**config.mk**
```make
export PLATFORM = sky130hd
export DESIGN_NAME = adc_conversion_sequencer
export DESIGN_NICKNAME = d
export VERILOG_FILES = /design/src/common/adc_seq_pkg.sv /design/src/hw/adc_conversion_sequencer.sv /design/src/hw/osc_tick_gen.sv /design/src/hw/pin_sync.sv
export SDC_FILE = /design/constraint.sdc
export NUM_CORES = 1
export LEC_CHECK = 0
export BUFFER_PORTS_ARGS = -buffer_cell sky130_fd_sc_hd__clkbuf_2
export CORE_MARGIN = 2
export CORE_UTILIZATION = 62
export DETAILED_ROUTE_END_ITERATION = 10
export PLACE_DENSITY = 0.81
export SLEW_MARGIN = 40
export SYNTH_ARGS = -nofsm -noshare
export SYNTH_HDL_FRONTEND = slang
export SYNTH_SLANG_ARGS = --single-unit
export TNS_END_PERCENT = 1
```
**constraint.sdc**
```tcl
create_clock -name clk_i -period 5.2 [get_ports clk_i]
set_input_delay 0.52 -clock clk_i [delete_from_list [all_inputs] [get_ports clk_i]]
set_output_delay 0.52 -clock clk_i [all_outputs]
set_load 0.005 [all_outputs]
```
**src/common/adc_seq_pkg.sv**
```systemverilog
// Purpose: Shared constants and carriers of the conversion sequencer
// Assumes: 50 MHz system clock, 1.024 MHz oscillator timebase
// Notes:   Periods are stored per data-rate code, code 0 is the slowest rate

package adc_seq_pkg;

	// ----------------------------------------
	// Clock and timing figures
	// ----------------------------------------
	localparam int CLK_PERIOD_NS     = 20;          // System clock period
	localparam int CLK_HZ            = 50_000_000;  // System clock rate
	localparam int OSC_HZ            = 1_024_000;   // Oscillator rate
	localparam int MOD_DIV           = 4;           // Modulator divider
	localparam int POR_RELEASE_US    = 500;         // Power-on hold time
	localparam int POR_CYCLES        = POR_RELEASE_US * 1000 / CLK_PERIOD_NS;
	localparam int REF_SETTLE_US     = 25;          // Reference settling allowance
	localparam int REF_SETTLE_CYCLES =
		(REF_SETTLE_US * 1000 + CLK_PERIOD_NS - 1) / CLK_PERIOD_NS;
	localparam int LEAD_HALF_PERIODS = 57;          // 28.5 periods, counted on both edges
	localparam int DRH_PERIODS       = 2;           // Ready release before unread result

	// ----------------------------------------
	// Conversion periods per rate code 20/90/330/1000
	// ----------------------------------------
	localparam logic [3:0][15:0] CONT_PERIODS   = {16'h040c, 16'h0c2c, 16'h2d0c, 16'hc7f8};
	localparam logic [3:0][15:0] SINGLE_PERIODS = {16'h0425, 16'h0c45, 16'h2d25, 16'hc80d};

	// ----------------------------------------
	// Command codes
	// ----------------------------------------
	localparam logic [7:0] CMD_RESET      = 8'h06;  // Low bit ignored
	localparam logic [7:0] CMD_RESET_MASK = 8'hfe;
	localparam logic [7:0] CMD_START      = 8'h08;
	localparam logic [7:0] CMD_SLEEP      = 8'h02;

	// ----------------------------------------
	// Register map and fields
	// ----------------------------------------
	localparam logic [3:0] REG_CFG    = 4'h0;       // Configuration, read/write
	localparam logic [3:0] REG_STATUS = 4'h1;       // Status, read only
	localparam logic [6:0] CFG_RST    = 7'h00;      // Internal reference, single-shot
	localparam logic [2:0] MUX_SHORT  = 3'h6;       // Both inputs to mid-supply
	localparam logic [3:0] PINS_INIT  = 4'h7;       // Pins idle high, supply low

	// Operating states, Gray along the usual path
	typedef enum logic [1:0] {
		ST_HOLD = 2'h0,
		ST_IDLE = 2'h1,
		ST_LEAD = 2'h3,
		ST_CONV = 2'h2
	} seq_state_e;

	// Configuration word
	typedef struct packed {
		logic [2:0] mux;      // Input selection
		logic [1:0] rate;     // Data-rate code
		logic       cont;     // Conversion mode bit
		logic       ref_ext;  // External reference select
	} cfg_s;

	// Register port request
	typedef struct packed {
		logic [3:0] addr;
		logic [7:0] wdata;
		logic       wr;
		logic       rd;
	} reg_req_s;

	// Pins from outside the clock domain
	typedef struct packed {
		logic supply_ok;
		logic reset_n;
		logic scl;
		logic sda;
	} pins_s;

endpackage : adc_seq_pkg

```
**src/hw/adc_conversion_sequencer.sv**
```systemverilog
// Purpose: Conversion sequencing, reset and reference control of the converter
// Assumes: Serial framing outside gives cmd_window_i per command byte
// Notes:   All conversion timing counts oscillator edges

module adc_conversion_sequencer #(
	parameter logic [3:0][15:0] CONT_PERIODS   = adc_seq_pkg::CONT_PERIODS,
	parameter logic [3:0][15:0] SINGLE_PERIODS = adc_seq_pkg::SINGLE_PERIODS,
	parameter int               POR_CYCLES     = adc_seq_pkg::POR_CYCLES
) (
	// Clock and reset
	input  wire logic                 clk_i,
	input  wire logic                 reset_i,
	// Pins from outside the clock domain
	input  wire adc_seq_pkg::pins_s   pins_i,
	// Command byte framing, same clock
	input  wire logic                 cmd_window_i,
	// Register port
	input  wire adc_seq_pkg::reg_req_s reg_req_i,
	output logic [7:0]                rdata_o,
	// Result hand-off
	input  wire logic                 result_taken_i,
	output logic                      result_ready_n_o,
	output logic                      result_ready_n_oe_o,
	// Analog and filter control
	output logic                      ref_ext_sel_o,
	output logic                      ref_settled_o,
	output logic                      analog_on_o,
	output logic                      offset_short_o,
	output logic [1:0]                decim_rate_o,
	output logic                      mod_tick_o,
	output logic                      conv_done_o,
	output logic                      comm_ready_o
);

	// ----------------------------------------
	// Types and constants
	// ----------------------------------------
	localparam logic [10:0] REF_CYC  = 11'(adc_seq_pkg::REF_SETTLE_CYCLES);
	localparam logic [16:0] LEAD_CNT = 17'(adc_seq_pkg::LEAD_HALF_PERIODS);
	localparam logic [16:0] DRH_CNT  = 17'(2 * adc_seq_pkg::DRH_PERIODS + 1);
	localparam logic [23:0] POR_LAST = 24'(POR_CYCLES - 1);

	// Whole state of the sequencer
	typedef struct packed {
		adc_seq_pkg::seq_state_e st;      // Operating state
		logic [16:0]             cnt;     // Oscillator edges left
		adc_seq_pkg::cfg_s       cfg;     // Configuration
		logic                    run_cont; // Mode taken at start
		logic                    sleep_pend; // Sleep after conversion
		logic                    rdy_low; // Ready pin pulled low
		logic                    done_p;  // Result complete pulse
		logic [7:0]              shreg;   // Serial command shifter
		logic [2:0]              nfall;   // Falling edges in byte
		logic                    scl_q;   // Previous serial clock
		logic [23:0]             por_cnt; // Power-on hold count
		logic [10:0]             ref_cnt; // Reference settle count
		logic                    ref_ok;  // Reference settled
		logic [7:0]              rdata;   // Read data
		logic [2:0]              mod_seen; // Edges since modulator tick
	} seq_s;

	seq_s                s_q;
	seq_s                s_d;
	adc_seq_pkg::pins_s  pins;       // Filtered pin levels
	logic                osc_edge;   // Oscillator edge pulse
	logic                osc_mod;    // Modulator tick pulse
	logic                cmd_hit;    // Eighth falling edge seen
	logic                cmd_ok;     // Command accepted
	logic                is_start;
	logic                is_sleep;
	logic                is_reset;
	logic                rst_soft;   // Pin or command reset

	// Refuse values the counters cannot hold
	for (genvar r = 0; r < 4; r++) begin : g_chk
		if (CONT_PERIODS[r] <= 16'(2 * adc_seq_pkg::DRH_PERIODS) || SINGLE_PERIODS[r] == '0)
		begin : g_bad
			$error("adc_conversion_sequencer: period too short");
		end
	end
	if (POR_CYCLES < 1 || POR_CYCLES > 2 ** 24) begin : g_bad_por
		$error("adc_conversion_sequencer: POR_CYCLES out of range");
	end

	// Edge count of one conversion
	function automatic logic [16:0] period_for(input logic cont, input logic [1:0] rate);
		logic [15:0] p;
		p = cont ? CONT_PERIODS[rate] : SINGLE_PERIODS[rate];
		return {p, 1'b0};
	endfunction : period_for

	// ----------------------------------------
	// Pin synchroniser and timebase
	// ----------------------------------------
	pin_sync #(
		.W    (4),
		.INIT (adc_seq_pkg::PINS_INIT)
	) u_sync (
		.clk_i   (clk_i),
		.reset_i (reset_i),
		.pin_i   (pins_i),
		.level_o (pins)
	);

	osc_tick_gen u_osc (
		.clk_i      (clk_i),
		.reset_i    (reset_i),
		.edge_o     (osc_edge),
		.mod_tick_o (osc_mod)
	);

	// ----------------------------------------
	// Command decode
	// ----------------------------------------
	assign cmd_hit  = cmd_window_i && !pins.scl && s_q.scl_q && s_q.nfall == 3'h7;
	assign cmd_ok   = cmd_hit && s_q.st != adc_seq_pkg::ST_HOLD;
	assign is_start = cmd_ok && s_q.shreg == adc_seq_pkg::CMD_START;
	assign is_sleep = cmd_ok && s_q.shreg == adc_seq_pkg::CMD_SLEEP;
	assign is_reset = cmd_ok &&
		(s_q.shreg & adc_seq_pkg::CMD_RESET_MASK) == adc_seq_pkg::CMD_RESET;
	assign rst_soft = s_q.st != adc_seq_pkg::ST_HOLD && (!pins.reset_n || is_reset);

	// ----------------------------------------
	// Next state
	// ----------------------------------------
	always_comb begin
		s_d        = s_q;
		s_d.done_p = 1'b0;
		s_d.rdata  = 8'h00;
		s_d.scl_q  = pins.scl;

		// Serial byte capture
		if (!cmd_window_i) begin
			s_d.nfall = 3'h0;
		end else if (pins.scl && !s_q.scl_q) begin
			s_d.shreg = {s_q.shreg[6:0], pins.sda};
		end else if (!pins.scl && s_q.scl_q) begin
			s_d.nfall = s_q.nfall + 3'h1; // Wraps after the eighth
		end

		// Modulator alignment helper
		if (osc_mod) begin
			s_d.mod_seen = 3'h0;
		end else if (osc_edge) begin
			s_d.mod_seen = s_q.mod_seen + 3'h1;
		end

		// Register reads
		if (reg_req_i.rd) begin
			unique case (reg_req_i.addr)
				adc_seq_pkg::REG_CFG: begin
					s_d.rdata = {1'b0, s_q.cfg};
				end
				adc_seq_pkg::REG_STATUS: begin
					s_d.rdata = {3'h0, s_q.ref_ok, s_q.rdy_low, s_q.sleep_pend, s_q.st};
				end
				default: s_d.rdata = 8'h00;
			endcase
		end

		// Register writes, refused while held in reset
		if (reg_req_i.wr && reg_req_i.addr == adc_seq_pkg::REG_CFG &&
			s_q.st != adc_seq_pkg::ST_HOLD) begin
			if (s_q.cfg.ref_ext && !reg_req_i.wdata[0]) begin
				s_d.ref_cnt = REF_CYC;
			end
			s_d.cfg = reg_req_i.wdata[6:0];
		end

		// Result taken releases the ready pin
		if (result_taken_i) begin
			s_d.rdy_low = 1'b0;
		end

		// Reference settle countdown
		if (s_q.ref_cnt != 11'h000) begin
			s_d.ref_cnt = s_q.ref_cnt - 11'h001;
		end

		// Sequencer
		unique case (s_q.st)
			adc_seq_pkg::ST_HOLD: begin
				// Power-on hold
				if (s_q.por_cnt == POR_LAST) begin
					s_d.st      = adc_seq_pkg::ST_IDLE;
					s_d.ref_cnt = REF_CYC;
				end else begin
					s_d.por_cnt = s_q.por_cnt + 24'h00_0001;
				end
			end
			adc_seq_pkg::ST_IDLE: begin
				// Low power, waits for start
				s_d.cnt = 17'h0_0000;
			end
			adc_seq_pkg::ST_LEAD: begin
				// Continuous start-up delay
				if (osc_edge) begin
					if (s_q.cnt == 17'h0_0001) begin
						s_d.st  = adc_seq_pkg::ST_CONV;
						s_d.cnt = period_for(1'b1, s_q.cfg.rate);
					end else begin
						s_d.cnt = s_q.cnt - 17'h0_0001;
					end
				end
			end
			adc_seq_pkg::ST_CONV: begin
				// Conversion in progress
				if (osc_edge) begin
					if (s_q.cnt == 17'h0_0001) begin
						s_d.rdy_low = 1'b1;
						s_d.done_p  = 1'b1;
						if (!s_q.run_cont || s_q.sleep_pend) begin
							s_d.st         = adc_seq_pkg::ST_IDLE;
							s_d.sleep_pend = 1'b0;
						end else begin
							s_d.cnt = period_for(1'b1, s_q.cfg.rate);
						end
					end else begin
						s_d.cnt = s_q.cnt - 17'h0_0001;
						if (s_q.run_cont && s_q.cnt == DRH_CNT) begin
							s_d.rdy_low = 1'b0; // Unread result released
						end
					end
				end
			end
		endcase

		// Commands
		if (is_start) begin
			if (s_q.st == adc_seq_pkg::ST_IDLE) begin
				s_d.ref_cnt = REF_CYC;
			end
			s_d.run_cont   = s_q.cfg.cont;
			s_d.sleep_pend = 1'b0;
			if (s_q.cfg.cont) begin
				s_d.st  = adc_seq_pkg::ST_LEAD;
				s_d.cnt = LEAD_CNT;
			end else begin
				s_d.st  = adc_seq_pkg::ST_CONV;
				s_d.cnt = period_for(1'b0, s_q.cfg.rate);
			end
		end else if (is_sleep) begin
			if (s_q.st == adc_seq_pkg::ST_CONV) begin
				s_d.sleep_pend = 1'b1;
			end else if (s_q.st == adc_seq_pkg::ST_LEAD) begin
				s_d.st = adc_seq_pkg::ST_IDLE;
			end
		end

		// Resets act at once
		if (!pins.supply_ok || rst_soft) begin
			s_d.st         = pins.supply_ok ? adc_seq_pkg::ST_IDLE : adc_seq_pkg::ST_HOLD;
			s_d.cnt        = 17'h0_0000;
			s_d.cfg        = adc_seq_pkg::CFG_RST;
			s_d.run_cont   = 1'b0;
			s_d.sleep_pend = 1'b0;
			s_d.rdy_low    = 1'b0;
			s_d.done_p     = 1'b0;
			if (!pins.supply_ok) begin
				s_d.por_cnt = 24'h00_0000;
			end
		end

		s_d.ref_ok = s_d.ref_cnt == 11'h000;
	end

	// Registers
	always_ff @(posedge clk_i or posedge reset_i) begin
		if (reset_i) begin
			s_q <= '0;
		end else begin
			s_q <= s_d;
		end
	end

	// ----------------------------------------
	// Outputs
	// ----------------------------------------
	assign rdata_o             = s_q.rdata;
	assign result_ready_n_o    = 1'b0;        // Open drain, low only
	assign result_ready_n_oe_o = s_q.rdy_low;
	assign ref_ext_sel_o       = s_q.cfg.ref_ext;
	assign ref_settled_o       = s_q.ref_ok;
	assign analog_on_o         = s_q.st == adc_seq_pkg::ST_LEAD || s_q.st == adc_seq_pkg::ST_CONV;
	assign offset_short_o      = s_q.cfg.mux == adc_seq_pkg::MUX_SHORT;
	assign decim_rate_o        = s_q.cfg.rate;
	assign mod_tick_o          = osc_mod && analog_on_o;
	assign conv_done_o         = s_q.done_p;
	assign comm_ready_o        = s_q.st != adc_seq_pkg::ST_HOLD;
endmodule : adc_conversion_sequencer

```
**src/hw/osc_tick_gen.sv**
```systemverilog
// Purpose: Oscillator edge and modulator tick generator
// Assumes: CLK_HZ well above twice OSC_HZ
// Notes:   Fractional accumulator, one pulse per oscillator edge

module osc_tick_gen #(
	parameter int CLK_HZ  = adc_seq_pkg::CLK_HZ,
	parameter int OSC_HZ  = adc_seq_pkg::OSC_HZ,
	parameter int MOD_DIV = adc_seq_pkg::MOD_DIV
) (
	// Clock and reset
	input  wire logic clk_i,
	input  wire logic reset_i,
	// Tick pulses
	output logic      edge_o,      // Each oscillator edge
	output logic      mod_tick_o   // Each modulator clock
);

	localparam int HW = $clog2(2 * MOD_DIV);

	// Generator state
	typedef struct packed {
		logic [31:0]   acc;   // Phase accumulator
		logic [HW-1:0] hcnt;  // Edges within a modulator period
		logic          edge_p;
		logic          mod_p;
	} osc_s;

	osc_s        s_q;
	osc_s        s_d;
	logic [31:0] sum;

	// Refuse rates the accumulator cannot serve
	if (2 * OSC_HZ >= CLK_HZ || MOD_DIV < 1) begin : g_bad_rate
		$error("osc_tick_gen: unsupported rates");
	end

	// ----------------------------------------
	// Next state
	// ----------------------------------------
	always_comb begin
		s_d        = s_q;
		s_d.edge_p = 1'b0;
		s_d.mod_p  = 1'b0;
		sum        = s_q.acc + 32'(2 * OSC_HZ);
		if (sum >= 32'(CLK_HZ)) begin
			// One oscillator edge
			s_d.acc    = sum - 32'(CLK_HZ);
			s_d.edge_p = 1'b1;
			if (s_q.hcnt == HW'(2 * MOD_DIV - 1)) begin
				s_d.hcnt  = '0;
				s_d.mod_p = 1'b1;
			end else begin
				s_d.hcnt = s_q.hcnt + HW'(1);
			end
		end else begin
			s_d.acc = sum;
		end
	end

	// Registers
	always_ff @(posedge clk_i or posedge reset_i) begin
		if (reset_i) begin
			s_q <= '0;
		end else begin
			s_q <= s_d;
		end
	end

	assign edge_o     = s_q.edge_p;
	assign mod_tick_o = s_q.mod_p;

endmodule : osc_tick_gen

```
**src/hw/pin_sync.sv**
```systemverilog
// Purpose: Three-stage synchroniser with agreement filter
// Assumes: Inputs are asynchronous to clk_i
// Notes:   Level follows once stages two and three agree

module pin_sync #(
	parameter int             W    = 1,
	parameter logic [W-1:0]   INIT = '0
) (
	// Clock and reset
	input  wire logic         clk_i,
	input  wire logic         reset_i,
	// Raw and filtered levels
	input  wire logic [W-1:0] pin_i,
	output logic      [W-1:0] level_o
);

	// Stage registers
	typedef struct packed {
		logic [W-1:0] s1;   // First stage, read by s2 only
		logic [W-1:0] s2;
		logic [W-1:0] s3;
		logic [W-1:0] lvl;  // Filtered level
	} sync_s;

	sync_s s_q;
	sync_s s_d;

	// ----------------------------------------
	// Next state
	// ----------------------------------------
	always_comb begin
		s_d     = s_q;
		s_d.s1  = pin_i;
		s_d.s2  = s_q.s1;
		s_d.s3  = s_q.s2;
		s_d.lvl = (s_q.s2 & s_q.s3) | (s_q.lvl & (s_q.s2 ^ s_q.s3));
	end

	// Registers
	always_ff @(posedge clk_i or posedge reset_i) begin
		if (reset_i) begin
			s_q <= {INIT, INIT, INIT, INIT};
		end else begin
			s_q <= s_d;
		end
	end

	assign level_o = s_q.lvl;

endmodule : pin_sync

```
==> metrics, run 1 <==
status=finished, final reports clean; Fin Hold WS=0.177 ns; Initial Utilization=64.2%; clock net sink count=131; HPWL after DPL=10700 um; DRC marker count from the first detailed-route iteration=410; leakage=0.00355 uW; # rows=39; crit path buf inv count=0; Die X=113 um; DR WL/cell=17.4 um; WP data required=5.52 ns; antenna viol nets, final=0; CP Launch Type=register; Top Ports=41; Worst-Margin Slew=0.776 ns; count leader, synth=dfrtp_1; CP endpoint kind=register; Synth async-reset ratio=100%; CTS buffer count=17; area leader, netlist=dfrtp_1; top-area cell type share of the netlist area=40.1%; slowest stage cell, crit path=dfrtp_1; clk_lat worst skew=0.42 ns; largest net degree at the start of global routing=92; vias in the first global route=5730; total number of vias=5734; CP Class=register to register; Mean Syn Cell Area=9.88 sq um; Synthesis Warnings=0; max_slew headroom=47.7%; Max Cap Viol=0; Power Dens Cells=306 mW/mm^2; setup tns final=0 ns; Setup Viol. Count Final=0; Routed WL=16100 um; crit-path max FO=23; Setup Buffers After CTS=0; GPL Wtd Cong=0.939; Buffers on Ports=37; Fin. Hold Viols=0; Synth cell types=80; ranking of synthesized cells by area=dfrtp_1 40%, xnor2_1 5.7%, dfstp_2 4.2%, ha_1 3.7%, nor2_1 3.0%; CTS tree=done; Post-layout nets=813; Worst Skew=0.0136 ns; root buf cell=clkbuf_16; CORE AREA=0.0116 sq mm; most instantiated cells after synthesis=119 x dfrtp_1, 59 x nor2_1, 55 x nand2_1, 48 x xnor2_1, 38 x nand3_1; RSZ-0062 raised after global routing=no; dpl cells=893; Max IR drop VDD=210 uV; Hold Crit Class=input pin to asynchronous set/reset pin; First-pass DRT Iterations=5; Global Route Usage Sum=26.4%; Fmax=299 MHz; Syn Inst Count=751; Mapped Area=0.00742 sq mm; Slew Viols, Final=0; Area Overhead vs Synth=10.9%; Main synth FF type=dfrtp_1; DIE AREA=0.0129 sq mm; layout cell share with drive strength beyond 1=16.1%; Seq cells post-synth=131; sequential-to-total area share from yosys stat=44.4%; fillers=837; clk slew on worst S/H paths=0.06 ns; first-pass GRT wire length=27300 um; final worst-path cycle share=64.4%; delay-heaviest family, CP=simple AND/OR/NAND/NOR gates; # H-tree levels=4; Most common cell on crit path=nor2_1; Antenna diodes=0; drt via density=6.20; DRC Markers=0; slowest stage delay, CP=0.66 ns; hold buffers post-CTS=0; worst-case clock buffer depth=2; initial antenna violation count=0; Overflow after GRT=0; crit path cell chain=nor2_1 -> or3_4 -> o41ai_1 -> nand2_1 -> nand2_2 -> nor2_1 -> and2_1 -> o31ai_1; Post-synth EDFFs=0; final std cells w/o fill=925; post-CTS sizing=0; Final Critical Period=3.35 ns; Critical Path AT=3.66 ns; Die Y=113 um
[placed cells by master (no fill, tap or decap), types with 7 or more instances in the layout]
| cell type | netlist | final |
|---|---|---|
| a21boi_0 | 7 | 7 |
| a21o_1 | 11 | 11 |
| a21oi_1 | 32 | 32 |
| and2_1 | 26 | 26 |
| clkbuf_16 | 0 | 17 |
| clkbuf_2 | 2 | 37 |
| dfrtp_1 | 119 | 119 |
| dfstp_2 | 12 | 12 |
| ha_1 | 22 | 22 |
| inv_1 | 23 | 22 |
| mux2_2 | 7 | 7 |
| mux2i_1 | 18 | 18 |
| nand2_1 | 55 | 54 |
| nand2b_1 | 7 | 7 |
| nand3_1 | 38 | 38 |
| nand4_1 | 14 | 14 |
| nor2_1 | 59 | 59 |
| nor2b_1 | 13 | 13 |
| nor3_1 | 21 | 21 |
| nor4_1 | 11 | 10 |
| o21ai_0 | 25 | 25 |
| or3_1 | 7 | 7 |
| xnor2_1 | 48 | 48 |
| xor2_1 | 16 | 16 |
[flip-flops by register name, summed over array words and instances (netlist names)]
| signal | count |
|---|---|
| u_sync.level_o | 4 |
| conv_done_o | 1 |
| decim_rate_o | 2 |
| result_ready_n_oe_o | 1 |
| u_osc.mod_tick_o | 1 |
| ref_settled_o | 1 |
| rdata_o | 7 |
| u_sync.s_d | 8 |
| u_sync.s_q | 4 |
| ref_ext_sel_o | 1 |
| u_osc.s_q | 28 |
| u_osc.edge_o | 1 |
| s_q | 72 |
[worst reg2reg max path, cell delays in order, from the launching register on]
cell and delay (ns):
dfrtp_1 0.66, nor2_1 0.21, or3_4 0.46, o41ai_1 0.47
nand2_1 0.21, nand2_2 0.41, nor2_1 0.29, and2_1 0.30
o31ai_1 0.24
[logic make-up after synthesis]
logic type	synth area share, %
xor gates and xnor gates	7.55
adders and majority gates	3.71
AOI/OAI and AO/OA	13.1
muxes	4.10
buffers and inverters	4.21
DFF	44.4
and+or+nand+nor	22.9
other	0.0505
[report_power, final]
part	internal, uW	switching [uW]
Combinational	58.4	73.8
Sequential	1060	36.7
Clock	820	466
[area by class of cell]
class	count	area (sq um)	area share, %
clock buffers	18	439	5.34
clock inverters	14	201	2.45
inverters	23	93.8	1.14
multi-input cells	558	3830	46.5
flip-flops and latches	131	3290	40.0
well taps	143	179	2.17
repair buffers	38	193	2.34
[worst paths after layout]
check / slack (ns) / startpoint / to / depth (start not counted)
worst max-delay path: 1.85 / s_q[88] / s_q[77] / 8
worst min-delay path: 0.18 / reset_i / u_osc.s_q[30] / 2
worst max register to register: 1.85 / s_q[88] / s_q[77] / 8
worst min register to register: 0.35 / u_sync.s_d[10] / u_sync.s_d[6] / 0
max in group asynchronous: 4.01 / reset_i / s_q[74] / 3
min in group clk_i: 0.18 / pins_i[1] / u_sync.s_d[9] / 1
[through the flow]
stage / cell area (sq um) / utilization (%) / total power, uW / setup WS (ns)
global route: 8230 / 71.1 / 2610 / 1.68
global placement: 7570 / 65.5 / 1240 / 1.79
floorplan: 7430 / - / 1210 / 1.20
detailed placement: 7580 / 65.6 / 1250 / 1.72
CTS: 8220 / 71.1 / 2540 / 1.59
finish: 8230 / 71.1 / 2520 / 1.85
[metal layers]
metal / global-route usage, % / routed length, um / share of wire [%]
met2: 43.0 / 8140 / 51
met4: 9.11 / 263 / 1.6
met1: 35.1 / 6990 / 43
met3: 6.06 / 705 / 4.4
met5: 0 / 0 / 0
Note: power is estimated with default switching activity, not from simulation.
==> inputs of run 2 (changes only) <==
Settings changed: ABC_AREA from default to 1.
Clock period 5.2 ns to 3.5 ns, I/O delays scaled along.
==> run 2 against run 1 <==
Effect of this change:
- clock skew fell by 0.0067 ns
- clock power rose by 26%
- register-to-register slack got worse by 0.99 ns
- final area rose by 8.8%
- sequential power rose by 58%
- total power rose by 52%
- final cell count rose by 43%
- sequential cell count did not move
- synthesized area rose by 8.7%
- synthesized cell count rose by 47%
- first-iteration DRC count rose by 58%
==> metrics, run 2 <==
Synthesis Warnings=0 (unchanged); R2R Setup Slk=0.86 ns (-0.99 ns); DRC Markers=0 (unchanged); root buf cell=clkbuf_16; top-area cell type share of the netlist area=36.9% (-3.2 points); clk slew on worst S/H paths=0.06 ns (about the same); FF/Latch Area=0.00329 sq mm (unchanged); commonest non-fill, non-tap cell in the layout=nand2_1; setup tns final=0 ns (unchanged); DRC marker count from the first detailed-route iteration=646 (+58%); status=finished, final reports clean; Power Dens Cells=428 mW/mm^2 (+40%); slowest stage delay, CP=0.40 ns (-0.26 ns); Global Route Usage Sum=27.9% (+1.5 points); Most common cell on crit path=nand2_1; most frequent cells in the layout=284 x nand2_1, 149 x inv_1, 123 x nor2_1; count leader, synth=nand2_1; Main synth FF type=dfrtp_1; delay-heaviest family, CP=simple AND/OR/NAND/NOR gates; hold buffers post-CTS=4 (+4); ranking of synthesized cells by area=dfrtp_1 37%, nand2_1 13%, inv_1 7.0%, nor2_1 5.8%, nand3_1 5.0%; sequential-to-total area share from yosys stat=40.8% (-3.6 points); leakage=0.00440 uW (+24%); First-pass DRT Iterations=5 (unchanged); DIE AREA=0.0139 sq mm (+8.4%); Synth async-reset ratio=100% (unchanged); WP data required=3.79 ns (-1.73 ns); Initial Utilization=63.7% (-0.51 points); Slew Viols, Final=0 (unchanged); CP endpoint kind=register; fillers=1089 (+30%); Seq cells post-synth=131 (unchanged); Hold EP=u_sync.s_d[11]; Critical R2R Capture=s_q[81]; GPL Wtd Cong=0.942 (+0.33%); Fin. Hold Viols=0 (unchanged); antenna viol nets, final=0 (unchanged); final worst slack=0.865 ns (-0.988 ns); Die Y=118 um (+4.1%); post-place setup slack=0.925 ns (-0.800 ns); Post-layout nets=1186 (+46%); Fmax=379 MHz (+27%); Tot Pwr=3830 uW (+52%); Hold Startpoint=pins_i[3]; Critical Path AT=2.93 ns (-0.73 ns); crit path cell chain=ha_1 -> ha_1 -> nand2_1 -> nor2_1 -> nand2_1 -> o21ai_1 -> nand2_1 -> nand2_1 -> nor2_1 -> nand2_2 -> nand2_1 -> inv_1 -> nand2_1 -> o21ai_1; total number of vias=7155 (+25%); Syn Inst Count=1103 (+47%); Mean Syn Cell Area=7.31 sq um (-26%); CTS buffer count=17 (unchanged); Synth cell types=45 (-44%); area leader, netlist=dfrtp_1; Setup Buffers After CTS=0 (unchanged); clock net sink count=131 (unchanged); clk_lat worst skew=0.42 ns (about the same); initial antenna violation count=0 (unchanged); CTS tree=done; HPWL after DPL=13400 um (+25%); Routed WL=18200 um (+13%); Worst Skew=0.00690 ns (-0.00665 ns); Die X=118 um (+4.1%); hold depth=1; layout cell share with drive strength beyond 1=11.4% (-4.7 points); Max Cap Viol=0 (unchanged); CORE AREA=0.0127 sq mm (+9.6%); crit path buf inv count=1 (+1); Final Critical Period=2.64 ns (-0.712 ns); worst-case clock buffer depth=2 (unchanged); CP Class=register to register; number of flip-flops in the largest register=72 (unchanged); drt via density=5.39 (-13%); Worst-Margin Slew=0.573 ns (-0.203 ns); vias in the first global route=7064 (+23%); Area Overhead vs Synth=11.0% (about the same); largest net degree at the start of global routing=45 (-51%); Most flops, register=s_q; # H-tree levels=4 (unchanged); Setup Viol. Count Final=0 (unchanged); Reg-to-Reg Start=s_q[48]; post-CTS sizing=0 (unchanged); Mapped Area=0.00807 sq mm (+8.7%); r2r worst-path depth=14 (+6); crit-path max FO=19 (-17%); Post-synth EDFFs=0 (unchanged); CP Launch Type=register; # rows=41 (+5.1%); DR WL/cell=13.7 um (-21%); Multi-input gate area=0.00400 sq mm (+4.5%); first-pass GRT wire length=31700 um (+16%); Top Ports=41 (unchanged); Max IR drop VDD=343 uV (+63%); RSZ-0062 raised after global routing=no; Buffers on Ports=37 (unchanged); Antenna diodes=0 (unchanged); Overflow after GRT=0 (unchanged); most instantiated cells after synthesis=284 x nand2_1, 150 x inv_1, 124 x nor2_1, 119 x dfrtp_1, 81 x nand3_1; final worst-path cycle share=75.3% (+11 points); slowest stage cell, crit path=dfrtp_1; Hold Crit Class=input pin to register; max_slew headroom=61.7% (+14 points)
[run 2: cell count changes after synthesis, moves of 17 or more]
cell	previous run	this run
mux2i_1	18	1
inv_1	23	150
xor2_1	16	35
and2_1	26	0
nor2_1	59	124
xnor2_1	48	2
nand3_1	38	81
o21ai_0	25	51
nand2_1	55	284
[run 2: worst reg2reg max path, delay by kind of cell, from the launching register on]
family / cells / cell delay, ns
AND/OR/NAND/NOR: 9 / 1.45
flip-flops: 1 / 0.40
adder cells (fa/ha/maj): 2 / 0.40
AO/OA/AOI/OAI: 2 / 0.13
buffers and inverters: 1 / 0.13
[run 2: cell type report]
type                       instances  share of cell area [%]
tap                              172                    2.40
clock buffer                      17                    4.75
inverter                         161                    6.79
multi-input combinational        783                    44.7
timing repair buffer              48                    3.38
sequential                       131                    36.8
clock inverter                    15                    1.20
[run 2: kinds of logic (layout without fill, tap and decap cells)]
kind of cell	count (synthesis)	in the layout	synth area share (%)
flops	131	131	40.8
simple gates	592	592	32.5
compound gates	126	126	8.90
buf+inv	190	241	9.68
xor+xnor	39	39	4.42
mux	2	2	0.264
other cells	1	2	0.0465
fa+ha+maj	22	22	3.41
[run 2: where the power goes]
group	leakage (uW)	switching [uW]	internal [uW]
Sequential	0.00168	103	1640
Combinational	0.00246	309	164
Clock	0.000256	710	907
[run 2: worst max-delay path by stage]
| stage | slack, ns | cells past startpoint | to | startpoint |
|---|---|---|---|---|
| finish | 0.86 | 14 | s_q[81] | s_q[48] |
| global route | 0.54 | 14 | s_q[81] | s_q[48] |
| CTS | 0.89 | 14 | s_q[81] | s_q[48] |
| detailed placement | 0.93 | 14 | u_osc.s_q[25] | u_osc.s_q[20] |
| global placement | 0.93 | 14 | s_q[81] | s_q[48] |
| floorplan | 1.44 | 16 | u_osc.s_q[22] | u_osc.s_q[19] |
[run 2: layer usage]
| layer | vias to the layer above | global-route usage, % | wire length [um] |
|---|---|---|---|
| li1 | 3631 | - | - |
| met5 | - | 0 | 0 |
| met1 | 3303 | 35.1 | 7980 |
| met2 | 187 | 46.6 | 8930 |
| met4 | 0 | 11.7 | 398 |
| met3 | 34 | 5.96 | 903 |
[run 2: stage by stage]
step | util (%) | std cells | hold WS [ns] | area [sq um]
6_report | 70.7 | 1327 | 0.0292 | 8950
4_1_cts | 70.7 | 1327 | 0.0117 | 8950
5_1_grt | 70.7 | 1327 | 0.0188 | 8950
3_5_place_dp | 66.1 | 1291 | 0.340 | 8380
2_1_floorplan | - | 1104 | 0.331 | 8080
3_3_place_gp | 66.0 | 1290 | 0.340 | 8360
